[config.mk]
export PLATFORM = sky130hd
export DESIGN_NAME = charger_mode_status_control
export DESIGN_NICKNAME = d
export VERILOG_FILES = /design/src/core/charger_ctrl_pkg.sv /design/src/core/pin_sync.sv /design/src/core/charger_mode_status_control.sv
export SDC_FILE = /design/constraint.sdc
export NUM_CORES = 1
export LEC_CHECK = 0
export ABC_AREA = 1
export BUFFER_PORTS_ARGS = -buffer_cell sky130_fd_sc_hd__buf_2
export CAP_MARGIN = 20
export CORE_ASPECT_RATIO = 1.25
export CORE_UTILIZATION = 57
export CTS_CLUSTER_DIAMETER = 50
export DETAILED_ROUTE_END_ITERATION = 8
export PLACE_DENSITY = 0.87
export SLEW_MARGIN = 10
export SYNTH_ARGS = -nofsm -noshare
export SYNTH_HDL_FRONTEND = slang
export SYNTH_HIERARCHICAL = 1
export SYNTH_SLANG_ARGS = --single-unit
[constraint.sdc]
create_clock -name clk_sys_in -period 4.7 [get_ports clk_sys_in]
set_input_delay 0.235 -clock clk_sys_in [delete_from_list [all_inputs] [get_ports clk_sys_in]]
set_output_delay 0.235 -clock clk_sys_in [all_outputs]
set_load 0.02 [all_outputs]
[src/core/charger_ctrl_pkg.sv]
// package: register map, field layout and timing constants of the charger control block
`default_nettype none
package charger_ctrl_pkg;
   // register byte offsets
   localparam logic [7:0] ctrl_addr = 8'h00;
   localparam logic [7:0] status_addr = 8'h04;
   localparam logic [7:0] irq_stat_addr = 8'h08;
   localparam logic [7:0] irq_mask_addr = 8'h0C;
   localparam logic [7:0] limits_addr = 8'h10;

   // control register bit positions
   localparam int ctrl_host_mode_bit = 0;
   localparam int ctrl_stat_en_bit = 1;
   localparam int ctrl_acc_en_bit = 2;
   localparam int ctrl_wdog_kick_bit = 3;
   localparam int ctrl_fault_bit = 4;

   // interrupt status bit positions
   localparam int irq_fault_bit = 0;
   localparam int irq_temp_bit = 1;
   localparam int irq_wdog_bit = 2;
   localparam int irq_cd_bit = 3;
   localparam int irq_width = 4;

   // current settings in mA; zero input limit means no limit
   localparam logic [11:0] usb_in_limit_ma = 12'h064;
   localparam logic [11:0] no_in_limit_ma = 12'h000;
   localparam logic [11:0] default_chg_ma = 12'h3E8;
   localparam logic [11:0] reduced_chg_ma = 12'h1F4;
   localparam logic [11:0] host_chg_reset_ma = 12'h1F4;
   localparam logic [11:0] host_in_reset_ma = 12'h1F4;

   // timing
   localparam int clk_mhz = 125;
   localparam int fault_pulse_us = 128;
   localparam int fault_pulse_cycles = fault_pulse_us * clk_mhz;
   localparam int wdog_s = 12;
   localparam longint wdog_cycles_l = longint'(wdog_s) * 64'd1000000 * clk_mhz;
   localparam logic [31:0] wdog_cycles = wdog_cycles_l[31:0];

   // thermistor zone encoding
   typedef enum logic [3:0] {
      zone_normal = 4'b0001,
      zone_warm = 4'b0010,
      zone_cold = 4'b0100,
      zone_hot = 4'b1000
   } temp_zone_t;

   typedef struct packed {
      logic psel;
      logic cd;
   } pins_t;

   typedef struct packed {
      logic host_mode;
      logic stat_en;
      logic acc_en;
   } ctrl_t;
endpackage : charger_ctrl_pkg
`default_nettype wire

[src/core/pin_sync.sv]
// module: two-flop synchroniser for the pin bundle
`default_nettype none
module pin_sync
   import charger_ctrl_pkg::*;
(
   input wire logic clk_sys_in,
   input wire logic rst_in,
   input wire pins_t pins_in,
   output pins_t pins_out
);
   typedef struct packed {
      pins_t meta;
      pins_t sync;
   } sync_state_t;

   sync_state_t state;
   sync_state_t next_state;

   always_comb begin
      next_state.meta = pins_in;
      next_state.sync = state.meta;
   end

   // cd resets low (charge on) and psel high as its pullup would
   always_ff @(posedge clk_sys_in or posedge rst_in) begin
      if (rst_in) begin
         state <= '{meta: '{psel: 1'b1, cd: 1'b0}, sync: '{psel: 1'b1, cd: 1'b0}};
      end else begin
         state <= next_state;
      end
   end

   assign pins_out = state.sync;
endmodule : pin_sync
`default_nettype wire

[src/core/charger_mode_status_control.sv]
// module: charger mode, pin status and register control logic
//
// How it works
// - disable pin high forces high impedance
// - disable toggle restarts safety timer in default only
// - source pin high: 100 mA input limit
// - source pin low: no limit, 1 A
// - status pin low while charging
// - one 128 us low pulse per fault that comes while no pulse runs
// - status pin only driven when enabled
// - accessory output follows host enable
// - default mode: cold/hot suspends, reports
// - default mode: warm zone reduces current
// - host mode: thermistor faults only reported
// - only charge and high impedance modes
// - default mode limit from source pin
// - watchdog expiry returns to default mode
`default_nettype none
module charger_mode_status_control
   import charger_ctrl_pkg::*;
#(
   parameter logic [31:0] wdog_cycles_p = wdog_cycles
) (
   input wire logic clk_sys_in,
   input wire logic rst_in,
   input wire logic charge_disable_pin_in,
   input wire logic source_select_pin_in,
   input wire logic [3:0] pack_thermistor_zone_in,
   input wire logic charge_done_in,
   input wire logic fault_event_in,
   input wire logic psel,
   input wire logic penable,
   input wire logic pwrite,
   input wire logic [7:0] paddr,
   input wire logic [31:0] pwdata,
   output logic [31:0] prdata,
   output logic pready,
   output logic pslverr,
   output logic stat_out,
   output logic stat_oe_out,
   output logic accessory_power_output_out,
   output logic charging_out,
   output logic [11:0] in_limit_ma_out,
   output logic [11:0] chg_ma_out,
   output logic safety_restart_out,
   output logic irq_out
);
   typedef enum logic [1:0] {
      mode_charge = 2'b01,
      mode_hiz = 2'b10
   } op_mode_t;

   typedef struct packed {
      ctrl_t ctrl;
      op_mode_t mode;
      logic cd_prev;
      logic [13:0] pulse_cnt;
      logic [31:0] wdog_cnt;
      logic [irq_width-1:0] irq_stat;
      logic [irq_width-1:0] irq_mask;
      logic [11:0] host_in_ma;
      logic [11:0] host_chg_ma;
      logic [31:0] prdata;
      logic pready;
      logic pslverr;
      logic stat;
      logic stat_oe;
      logic acc;
      logic charging;
      logic [11:0] in_ma;
      logic [11:0] chg_ma;
      logic safety_restart;
      logic irq;
      logic fault_prev;
      logic temp_prev;
   } state_t;

   state_t state;
   state_t next_state;
   pins_t pins;
   temp_zone_t zone;

   localparam logic [13:0] pulse_len = 14'(fault_pulse_cycles);

   // ---------------------------------------------------------------
   // pin synchroniser
   // ---------------------------------------------------------------
   // pins pass two flops
   pin_sync u_sync (
      .clk_sys_in(clk_sys_in),
      .rst_in(rst_in),
      .pins_in('{psel: source_select_pin_in, cd: charge_disable_pin_in}),
      .pins_out(pins)
   );

   assign zone = temp_zone_t'(pack_thermistor_zone_in);

   function automatic logic is_hit(input logic [7:0] a, input logic [7:0] reg_addr);
      is_hit = (a == reg_addr);
   endfunction : is_hit

   // ---------------------------------------------------------------
   // next state
   // ---------------------------------------------------------------
   always_comb begin
      logic wr;
      logic rd;
      logic cd_edge;
      logic temp_fault;
      logic fault_rise;
      logic wdog_expire;
      logic [irq_width-1:0] events;
      wr = 1'b0;
      rd = 1'b0;
      cd_edge = 1'b0;
      temp_fault = 1'b0;
      fault_rise = 1'b0;
      wdog_expire = 1'b0;
      events = '0;
      next_state = state;

      wr = psel && penable && pwrite && !state.pready;
      rd = psel && penable && !pwrite && !state.pready;
      next_state.pready = psel && penable && !state.pready;
      next_state.pslverr = 1'b0;
      next_state.safety_restart = 1'b0;

      next_state.cd_prev = pins.cd;
      cd_edge = pins.cd ^ state.cd_prev;
      next_state.fault_prev = fault_event_in;
      temp_fault = (zone == zone_cold) || (zone == zone_hot);
      next_state.temp_prev = temp_fault;
      fault_rise = (fault_event_in && !state.fault_prev) || (temp_fault && !state.temp_prev);

      // watchdog runs in host mode, a kick or access reloads it
      wdog_expire = 1'b0;
      if (state.ctrl.host_mode) begin
         if (state.wdog_cnt == 32'h0000_0000) begin
            wdog_expire = 1'b1;
         end else begin
            next_state.wdog_cnt = state.wdog_cnt - 32'h0000_0001;
         end
      end
      if (wdog_expire) begin
         next_state.ctrl.host_mode = 1'b0;
         next_state.host_in_ma = host_in_reset_ma;
         next_state.host_chg_ma = host_chg_reset_ma;
         next_state.safety_restart = 1'b1;
      end

      // disable toggle restarts safety timer only in default mode
      if (cd_edge && !state.ctrl.host_mode) begin
         next_state.safety_restart = 1'b1;
      end

      // ---- register writes
      if (wr) begin
         next_state.wdog_cnt = wdog_cycles_p;
         if (is_hit(paddr, ctrl_addr)) begin
            next_state.ctrl.host_mode = pwdata[ctrl_host_mode_bit];
            next_state.ctrl.stat_en = pwdata[ctrl_stat_en_bit];
            next_state.ctrl.acc_en = pwdata[ctrl_acc_en_bit];
         end else if (is_hit(paddr, irq_mask_addr)) begin
            next_state.irq_mask = pwdata[irq_width-1:0];
         end else if (is_hit(paddr, limits_addr)) begin
            next_state.host_in_ma = pwdata[11:0];
            next_state.host_chg_ma = pwdata[27:16];
         end else if (!is_hit(paddr, irq_stat_addr)) begin
            next_state.pslverr = 1'b1;
         end
      end

      // ---- register reads
      if (rd) begin
         next_state.wdog_cnt = wdog_cycles_p;
         next_state.prdata = 32'h0000_0000;
         if (is_hit(paddr, ctrl_addr)) begin
            next_state.prdata[ctrl_host_mode_bit] = state.ctrl.host_mode;
            next_state.prdata[ctrl_stat_en_bit] = state.ctrl.stat_en;
            next_state.prdata[ctrl_acc_en_bit] = state.ctrl.acc_en;
         end else if (is_hit(paddr, status_addr)) begin
            next_state.prdata[3:0] = pack_thermistor_zone_in;
            next_state.prdata[4] = state.charging;
            next_state.prdata[5] = pins.cd;
            next_state.prdata[6] = pins.psel;
            next_state.prdata[7] = state.mode == mode_hiz;
         end else if (is_hit(paddr, irq_stat_addr)) begin
            next_state.prdata[irq_width-1:0] = state.irq_stat;
         end else if (is_hit(paddr, irq_mask_addr)) begin
            next_state.prdata[irq_width-1:0] = state.irq_mask;
         end else if (is_hit(paddr, limits_addr)) begin
            next_state.prdata[11:0] = state.host_in_ma;
            next_state.prdata[27:16] = state.host_chg_ma;
         end else begin
            next_state.pslverr = 1'b1;
         end
      end

      // ---- sticky interrupt status: set wins over write-one clear
      events[irq_fault_bit] = fault_rise;
      events[irq_temp_bit] = temp_fault;
      events[irq_wdog_bit] = wdog_expire;
      events[irq_cd_bit] = cd_edge;
      if (wr && is_hit(paddr, irq_stat_addr)) begin
         next_state.irq_stat = (state.irq_stat & ~pwdata[irq_width-1:0]) | events;
      end else begin
         next_state.irq_stat = state.irq_stat | events;
      end
      next_state.irq = |(next_state.irq_stat & next_state.irq_mask);

      // disable pin picks between the two modes
      case (pins.cd)
         1'b1: next_state.mode = mode_hiz;
         default: next_state.mode = mode_charge;
      endcase

      // charging: default mode halts in cold/hot zones, host mode ignores them
      // cold or hot suspends charging in default mode
      // host mode keeps charging, faults only flagged
      next_state.charging = (next_state.mode == mode_charge) && !charge_done_in &&
         !(temp_fault && !next_state.ctrl.host_mode);

      // ---- current settings
      if (next_state.ctrl.host_mode) begin
         next_state.in_ma = next_state.host_in_ma;
         next_state.chg_ma = next_state.host_chg_ma;
      end else begin
         next_state.in_ma = pins.psel ? usb_in_limit_ma : no_in_limit_ma;
         next_state.chg_ma = default_chg_ma;
         if (zone == zone_warm) begin
            next_state.chg_ma = reduced_chg_ma;
         end
      end

      // fault pulse counter, one pulse per fault edge that comes while no pulse runs
      if (fault_rise && state.pulse_cnt == 14'h0000) begin
         next_state.pulse_cnt = pulse_len;
      end else if (state.pulse_cnt != 14'h0000) begin
         next_state.pulse_cnt = state.pulse_cnt - 14'h0001;
      end

      // open-drain status pin: enabled, then charging or pulse
      next_state.stat = 1'b0;
      next_state.stat_oe = next_state.ctrl.stat_en &&
         (next_state.charging || next_state.pulse_cnt != 14'h0000);

      // accessory output follows host enable bit
      next_state.acc = next_state.ctrl.acc_en;
   end

   // ---------------------------------------------------------------
   // state register
   // ---------------------------------------------------------------
   always_ff @(posedge clk_sys_in or posedge rst_in) begin
      if (rst_in) begin
         state <= '0;
         state.mode <= mode_charge;
         state.wdog_cnt <= wdog_cycles_p;
         state.host_in_ma <= host_in_reset_ma;
         state.host_chg_ma <= host_chg_reset_ma;
         state.in_ma <= usb_in_limit_ma;
         state.chg_ma <= default_chg_ma;
      end else begin
         state <= next_state;
      end
   end

   // ---------------------------------------------------------------
   // outputs
   // ---------------------------------------------------------------
   assign prdata = state.prdata;
   assign pready = state.pready;
   assign pslverr = state.pslverr;
   assign stat_out = state.stat;
   assign stat_oe_out = state.stat_oe;
   assign accessory_power_output_out = state.acc;
   assign charging_out = state.charging;
   assign in_limit_ma_out = state.in_ma;
   assign chg_ma_out = state.chg_ma;
   assign safety_restart_out = state.safety_restart;
   assign irq_out = state.irq;
endmodule : charger_mode_status_control
`default_nettype wire

==> flow_metrics.env, run 1 <==
export IMPL_synth_distinct_cells=50
export IMPL_wire_per_inst_um=14.7
export IMPL_drt_vias_per_instance=5.33
export IMPL_synth_top_area_frac=0.359
export IMPL_drive_above_1_share=0.226
export IMPL_synth_async_reset_ratio=1.00
export IMPL_n_antenna_cell=0
export IMPL_grt_overflow=0
export IMPL_r2r_slack_ps=1970
export IMPL_synthTopCellsByArea="dfrtp_1 36%, dfstp_2 13%, nand2_1 12%"
export IMPL_fin_crit_ps=2730
export IMPL_finClkSkew_ps=12.8
export IMPL_fillers=1002
export IMPL_startpoint_type="flip-flop"
export IMPL_dieWidth_um=104
export IMPL_hold_start="pwdata[4]"
export IMPL_hold_viol=0
export IMPL_track_usage=0.257
export IMPL_cts_root_buffer="clkbuf_16"
export IMPL_synthAdderAreaFrac=0.00503
export IMPL_synth_xor_area_frac=0.0129
export IMPL_cts_tree="yes"
export IMPL_setup_viol=0
export IMPL_cts_resized=0
export IMPL_clkSlewWorstSetupHoldPaths_ps=70
export IMPL_dr_wl_met3_um=964
export IMPL_cts_path_max_buffers=2
export IMPL_ys_ff_latch=143
export IMPL_worstHoldPathType="in -> reg"
export IMPL_dpl_hpwl_um=11700
export IMPL_drv_cap=0
export IMPL_clkLatencyLatePin_ps=440
export IMPL_vias=6126
export IMPL_synth_ff_type="dfrtp_1"
export IMPL_grt_max_degree=103
export IMPL_wl_met1_um=6620
export IMPL_cts_hold_buf=4
export IMPL_start_util=0.586
export IMPL_design_portCount=117
export IMPL_place_area_mm2=0.00766
export IMPL_multi_input_area_mm2=0.00283
export IMPL_min_to="state[82]"
export IMPL_powerDensity_mw_per_mm2=335
export IMPL_synthCells=911
export IMPL_grt_pass1_wl_um=27300
export IMPL_synth_edf_count=0
export IMPL_syn_area_mm2=0.00746
export IMPL_dieArea_mm2=0.0135
export IMPL_syn_to_final_growth_pct=11.0
export IMPL_endpoint_kind="flip-flop"
export IMPL_p_leak_nw=4.39
export IMPL_timing_final_crit_share=0.580
export IMPL_first_pass_iters=5
export IMPL_grt_pass1_vias=5948
export IMPL_port_buffers=99
export IMPL_hold_depth=3
export IMPL_timing_worst_setup_path_type="reg -> reg"
export IMPL_synth_largest_area_cell="dfrtp_1"
export IMPL_clock_sinks=143
export IMPL_nets=1024
export IMPL_status="finished, final reports clean"
export IMPL_place_congestion=0.912
export IMPL_r2r_start="pready"
export IMPL_worstRegToRegCells=6
export IMPL_drcViolationCount=0
export IMPL_wl_met2_um=8760
export IMPL_path_max_fanout=25
export IMPL_yosys_area_share_simple=0.279
export IMPL_ys_warn_count=6
export IMPL_synth_compound_area_frac=0.0784
export IMPL_worst_r2r_endpoint="chg_ma_out[6]"
export IMPL_drt_iter0_drc=361
export IMPL_layout_commonest_cell="nand2_1"
export IMPL_ir_drop_v=0.000231
export IMPL_slew_violations=0
export IMPL_top_layer="met4"
export IMPL_antenna_found_initial=0
export IMPL_ff_latch_area_mm2=0.00362
export IMPL_cts_buffers=17
export IMPL_postCtsSetupBuffers=0
export IMPL_synth_yosys_seq_area_share=0.486
export IMPL_worstPathRequired_ps=5040
export IMPL_h_tree_depth=4
export IMPL_synth_avg_cell_area_um2=8.19
export IMPL_tightest_slew_ps=1110
export IMPL_tns_ps=0
export IMPL_drtAntennaViolNets=0
export IMPL_die_y_um=130
export IMPL_rsz0062_at_grt="no"
export IMPL_rows=46
export IMPL_synth_top_family_by_area="simple AND/OR/NAND/NOR gates"
export IMPL_synth_mux_area_frac=0
export IMPL_relSlewSlack=0.259
export IMPL_coreArea_mm2=0.0127
export IMPL_fmax_mhz=367
export IMPL_final_cell_mix="233 x nand2_1, 122 x inv_1, 107 x dfrtp_1, 99 x buf_2, 82 x nor2_1"
export IMPL_wl_um=16900
export IMPL_finalInstanceArea_mm2=0.00828
export IMPL_arrival_ps=3070
==> cell usage after synthesis (3+ instances only) <==
cell and number:
nor2_4 9, nand3_2 3, o22ai_1 5, or2_2 5, o211ai_1 6, nand2_4 3, o31ai_1 5, dfrtp_1 107
nand2_2 9, xor2_1 10, a21oi_1 19, ha_1 3, buf_6 6, o21ai_1 13, nor2_1 82, clkbuf_1 6
buf_4 57, nand3b_1 4, o21ai_0 41, dfstp_2 36, inv_2 5, inv_1 123, nand2_1 233, nand3_1 58
nand4_1 19, buf_2 6, nor2_2 9, nor3_1 7
==> area by class of cell <==
| cell class | instances | area share |
|---|---|---|
| Multi-Input combinational cell | 572 | 0.342 |
| Clock buffer | 18 | 0.0518 |
| Sequential cell | 143 | 0.438 |
| Timing Repair Buffer | 105 | 0.0665 |
| Tap cell | 168 | 0.0254 |
| Inverter | 129 | 0.0594 |
| Clock inverter | 14 | 0.0175 |
==> worst max-delay path by stage <==
stage	startpoint	endpoint	slack, ps
5_1_grt	pready	chg_ma_out[6]	1770
4_1_cts	pready	chg_ma_out[6]	2020
3_3_place_gp	pready	chg_ma_out[4]	1990
2_1_floorplan	rst_in	accessory_power_output_out	800
6_report	pready	chg_ma_out[6]	1970
3_5_place_dp	pready	chg_ma_out[7]	2010
==> power breakdown <==
part	internal, W	leakage, nW	switching (W)
combinational	0.0000509	2.34	0.000135
sequential	0.00126	1.78	0.0000121
clock	0.000745	0.266	0.000574
==> cells by family (layout without fill, tap and decap cells) <==
family / after synthesis / count (layout)
other: 1 / 9
AO/OA/AOI/OAI: 99 / 99
buffers and inverters: 204 / 266
adder cells (fa/ha/maj): 3 / 3
flip-flops: 143 / 143
AND/OR/NAND/NOR: 450 / 450
XOR/XNOR: 11 / 11
==> per-stage QoR <==
step / hold WS (ps) / utilization / cells / power [W] / setup slack, ps
2_1_floorplan: -0.370 / - / 919 / 0.00142 / 797
3_3_place_gp: 157 / 0.603 / 1113 / 0.00147 / 1990
3_5_place_dp: 165 / 0.603 / 1113 / 0.00147 / 2010
4_1_cts: 37.6 / 0.651 / 1149 / 0.00278 / 2020
5_1_grt: 47.6 / 0.651 / 1149 / 0.00285 / 1770
6_report: 36.4 / 0.651 / 1149 / 0.00278 / 1970
==> registers in the layout (all words and copies together) (netlist names) <==
| register | count |
|---|---|
| chg_ma_out | 12 |
| irq_out | 1 |
| pslverr | 1 |
| u_sync/next_state | 2 |
| prdata | 24 |
| pready | 1 |
| accessory_power_output_out | 1 |
| state | 84 |
| stat_oe_out | 1 |
| safety_restart_out | 1 |
| in_limit_ma_out | 12 |
| charging_out | 1 |
| u_sync/pins_out | 2 |
==> layer usage <==
| layer | vias up | GRT usage |
|---|---|---|
| li1 | 2925 | - |
| met1 | 2913 | 0.302 |
| met2 | 232 | 0.455 |
| met3 | 56 | 0.0534 |
| met4 | 0 | 0.120 |
| met5 | - | 0 |
==> worst max-delay path: stages, from the launching register on <==
cell     delay (ps)
dfrtp_1         400
nor2_4          280
inv_4           200
nor2_8          330
nand4_1         780
o22ai_1         520
nand2_1         110
Power figures use the tool's default switching activity.
==> inputs of run 2 (changes only) <==
--- a/config.mk
+++ b/config.mk
@@ -9,10 +9,10 @@
 export BUFFER_PORTS_ARGS = -buffer_cell sky130_fd_sc_hd__buf_2
 export CAP_MARGIN = 20
 export CORE_ASPECT_RATIO = 1.25
-export CORE_UTILIZATION = 57
+export CORE_UTILIZATION = 52
 export CTS_CLUSTER_DIAMETER = 50
 export DETAILED_ROUTE_END_ITERATION = 8
-export PLACE_DENSITY = 0.87
+export PLACE_DENSITY = 0.84
 export SLEW_MARGIN = 10
 export SYNTH_ARGS = -nofsm -noshare
 export SYNTH_HDL_FRONTEND = slang
==> constraint.sdc (replaced) <==
create_clock -name clk_sys_in -period 2.3 [get_ports clk_sys_in]
set_input_delay 0.115 -clock clk_sys_in [delete_from_list [all_inputs] [get_ports clk_sys_in]]
set_output_delay 0.115 -clock clk_sys_in [all_outputs]
set_load 0.02 [all_outputs]
==> run 2 against run 1 <==
Against the previous run: routed wire length rose by 7.7%; non-clock buffer count rose by 34; clock power rose by 110%; power rose by 110%; sequential cell count did not move; critical endpoint is now state[123]; critical path type unchanged; utilization fell by 3.1 points; final area rose by 4.2%; the run now ends with negative hold slack left; via count rose by 3.9%.
==> flow_metrics.env, run 2 (synthesis results as in run 1) <==
export IMPL_power_internal_w=0.00436
export IMPL_drcViolationCount=0
export IMPL_critPathCapture="state[123]"
export IMPL_syn_to_final_growth_pct=15.7
export IMPL_drt_iter0_drc=512
export IMPL_wl_um=18300
export IMPL_h_tree_depth=4
export IMPL_worst_r2r_endpoint="state[123]"
export IMPL_clkSlewWorstSetupHoldPaths_ps=60
export IMPL_layout_commonest_cell="nand2_1"
export IMPL_largest_reg_flops=84
export IMPL_rows=48
export IMPL_rsz0062_at_grt="no"
export IMPL_switching_share=0.253
export IMPL_worstPathRequired_ps=2610
export IMPL_clkLatencyLatePin_ps=430
export IMPL_tightest_slew_ps=757
export IMPL_n_antenna_cell=0
export IMPL_timing_worst_setup_path_type="reg -> reg"
export IMPL_max_stage_delay_ps=360
export IMPL_place_area_mm2=0.00779
export IMPL_cts_path_max_buffers=2
export IMPL_path_max_fanout=10
export IMPL_hold_viol=1
export IMPL_dpl_hpwl_um=12000
export IMPL_status="finished, violations left"
export IMPL_final_cell_mix="233 x nand2_1, 122 x inv_1, 107 x dfrtp_1, 99 x buf_2, 82 x nor2_1"
export IMPL_die_y_um=136
export IMPL_worstRegToRegCells=13
export IMPL_drive_above_1_share=0.233
export IMPL_startpoint="state[99]"
export IMPL_holdWs_ps=-0.483
export IMPL_arrival_ps=2430
export IMPL_cp_slowest_cell="dfrtp_1"
export IMPL_cts_root_buffer="clkbuf_16"
export IMPL_finalInstanceArea_mm2=0.00863
export IMPL_postCtsSetupBuffers=0
export IMPL_wire_per_inst_um=15.3
export IMPL_switchingPower_w=0.00148
export IMPL_cts_buffers=17
export IMPL_violations="negative hold slack"
export IMPL_cts_tree="yes"
export IMPL_antenna_found_initial=0
export IMPL_grt_pass1_vias=6287
export IMPL_comb_power_share=0.073
export IMPL_timing_final_crit_share=0.922
export IMPL_worstHoldPathType="in -> reg"
export IMPL_finClkSkew_ps=15.2
export IMPL_start_util=0.535
export IMPL_track_usage=0.257
export IMPL_coreArea_mm2=0.0139
export IMPL_grt_overflow=0
export IMPL_p_clk_frac=0.482
export IMPL_crit_chain="inv_1 > ha_1 > inv_1 > nor2_1 > nand2_1 > nor2_1 > nand2_2 > nand2_2 > inv_2 > nand3b_1 > inv_1 > o21ai_0 > a21oi_1"
export IMPL_grt_pass1_wl_um=29000
export IMPL_drtAntennaViolNets=0
export IMPL_power_w=0.00584
export IMPL_nets=1058
export IMPL_vias=6363
export IMPL_place_congestion=0.896
export IMPL_startpoint_type="flip-flop"
export IMPL_r2r_slack_ps=180
export IMPL_grt_max_degree=81
export IMPL_r2r_start="state[99]"
export IMPL_drt_vias_per_instance=5.35
export IMPL_p_leak_nw=4.55
export IMPL_first_pass_iters=5
export IMPL_design_portCount=117
export IMPL_slew_violations=0
export IMPL_fmax_mhz=471
export IMPL_p_seq_frac=0.445
export IMPL_tns_ps=0
export IMPL_crit_path_frequent_cell="inv_1"
export IMPL_worst_slack_ps=179
export IMPL_dieWidth_um=109
export IMPL_drv_cap=0
export IMPL_pre_cts_ws_ps=166
export IMPL_setup_viol=0
export IMPL_endpoint_kind="flip-flop"
export IMPL_fin_crit_ps=2120
export IMPL_relSlewSlack=0.495
export IMPL_clock_sinks=143
export IMPL_port_buffers=99
export IMPL_dieArea_mm2=0.0148
export IMPL_ir_drop_v=0.000532
export IMPL_powerDensity_mw_per_mm2=676
export IMPL_top_register="state"
[run 2: cell types whose count changed in the layout (fill, tap and decap cells not counted), sizes merged]
cell,delta
buf,+14
bufinv,+1
clkbuf,+1
clkinv,+3
clkinvlp,-1
dlygate4sd3,+20
inv,-4
[run 2: layout make-up]
class,instances,area (um2)
clock buffers,19,443
clock inverters,13,155
fillers,1116,5300
inverters,129,490
multi-input cells,572,2830
flip-flops and latches,143,3620
well taps,175,219
repair buffers,139,868
[run 2: metrics by stage]
stage | utilization | std cells | hold slack, ps
floorplan | - | 919 | -120
global placement | 0.559 | 1134 | 27.3
detailed placement | 0.559 | 1134 | 36.0
CTS | 0.619 | 1190 | 10.2
global route | 0.619 | 1190 | 20.1
finish | 0.619 | 1190 | -0.483
[run 2: worst min path at each step]
stage / startpoint / end / slack (ps) / cells after the start
after CTS: charge_done_in / charging_out / 10 / 4
after floorplan: rst_in / u_sync/next_state[0] / -120 / 1
after global placement: rst_in / u_sync/next_state[0] / 30 / 2
final: pwdata[25] / state[75] / -0.5 / 3
after global routing: charge_done_in / charging_out / 20 / 4
after detailed placement: rst_in / u_sync/next_state[0] / 40 / 2
[run 2: power groups by stage]
stage	Combinational, W	Clock, W	Sequential (W)
finish	0.000427	0.00281	0.00260
CTS	0.000425	0.00280	0.00260
floorplan	0.000262	0	0.00264
global placement	0.000377	0	0.00264
detailed placement	0.000387	0	0.00264
global route	0.000469	0.00294	0.00260
[run 2: layer usage]
layer / vias up / track usage / part of all wire
met3: 82 / 0.0527 / 0.055
li1: 2990 / - / -
met4: 0 / 0.131 / 0.045
met2: 268 / 0.440 / 0.51
met5: - / 0 / 0
met1: 3023 / 0.301 / 0.39
[run 2: critical path: cells and delay by family, from the launching register on]
| kind | cells | cell delay [ps] |
|---|---|---|
| AO/OA/AOI/OAI | 2 | 240 |
| buffers and inverters | 4 | 420 |
| flip-flops | 1 | 360 |
| adder cells (fa/ha/maj) | 1 | 190 |
| AND/OR/NAND/NOR | 6 | 800 |
[run 2: what timing repair did]
action	4_1_cts	5_1_grt
hold endpoints to repair	53	0
resized for setup	0	1
setup endpoints to repair	0	1
hold buffers	24	0
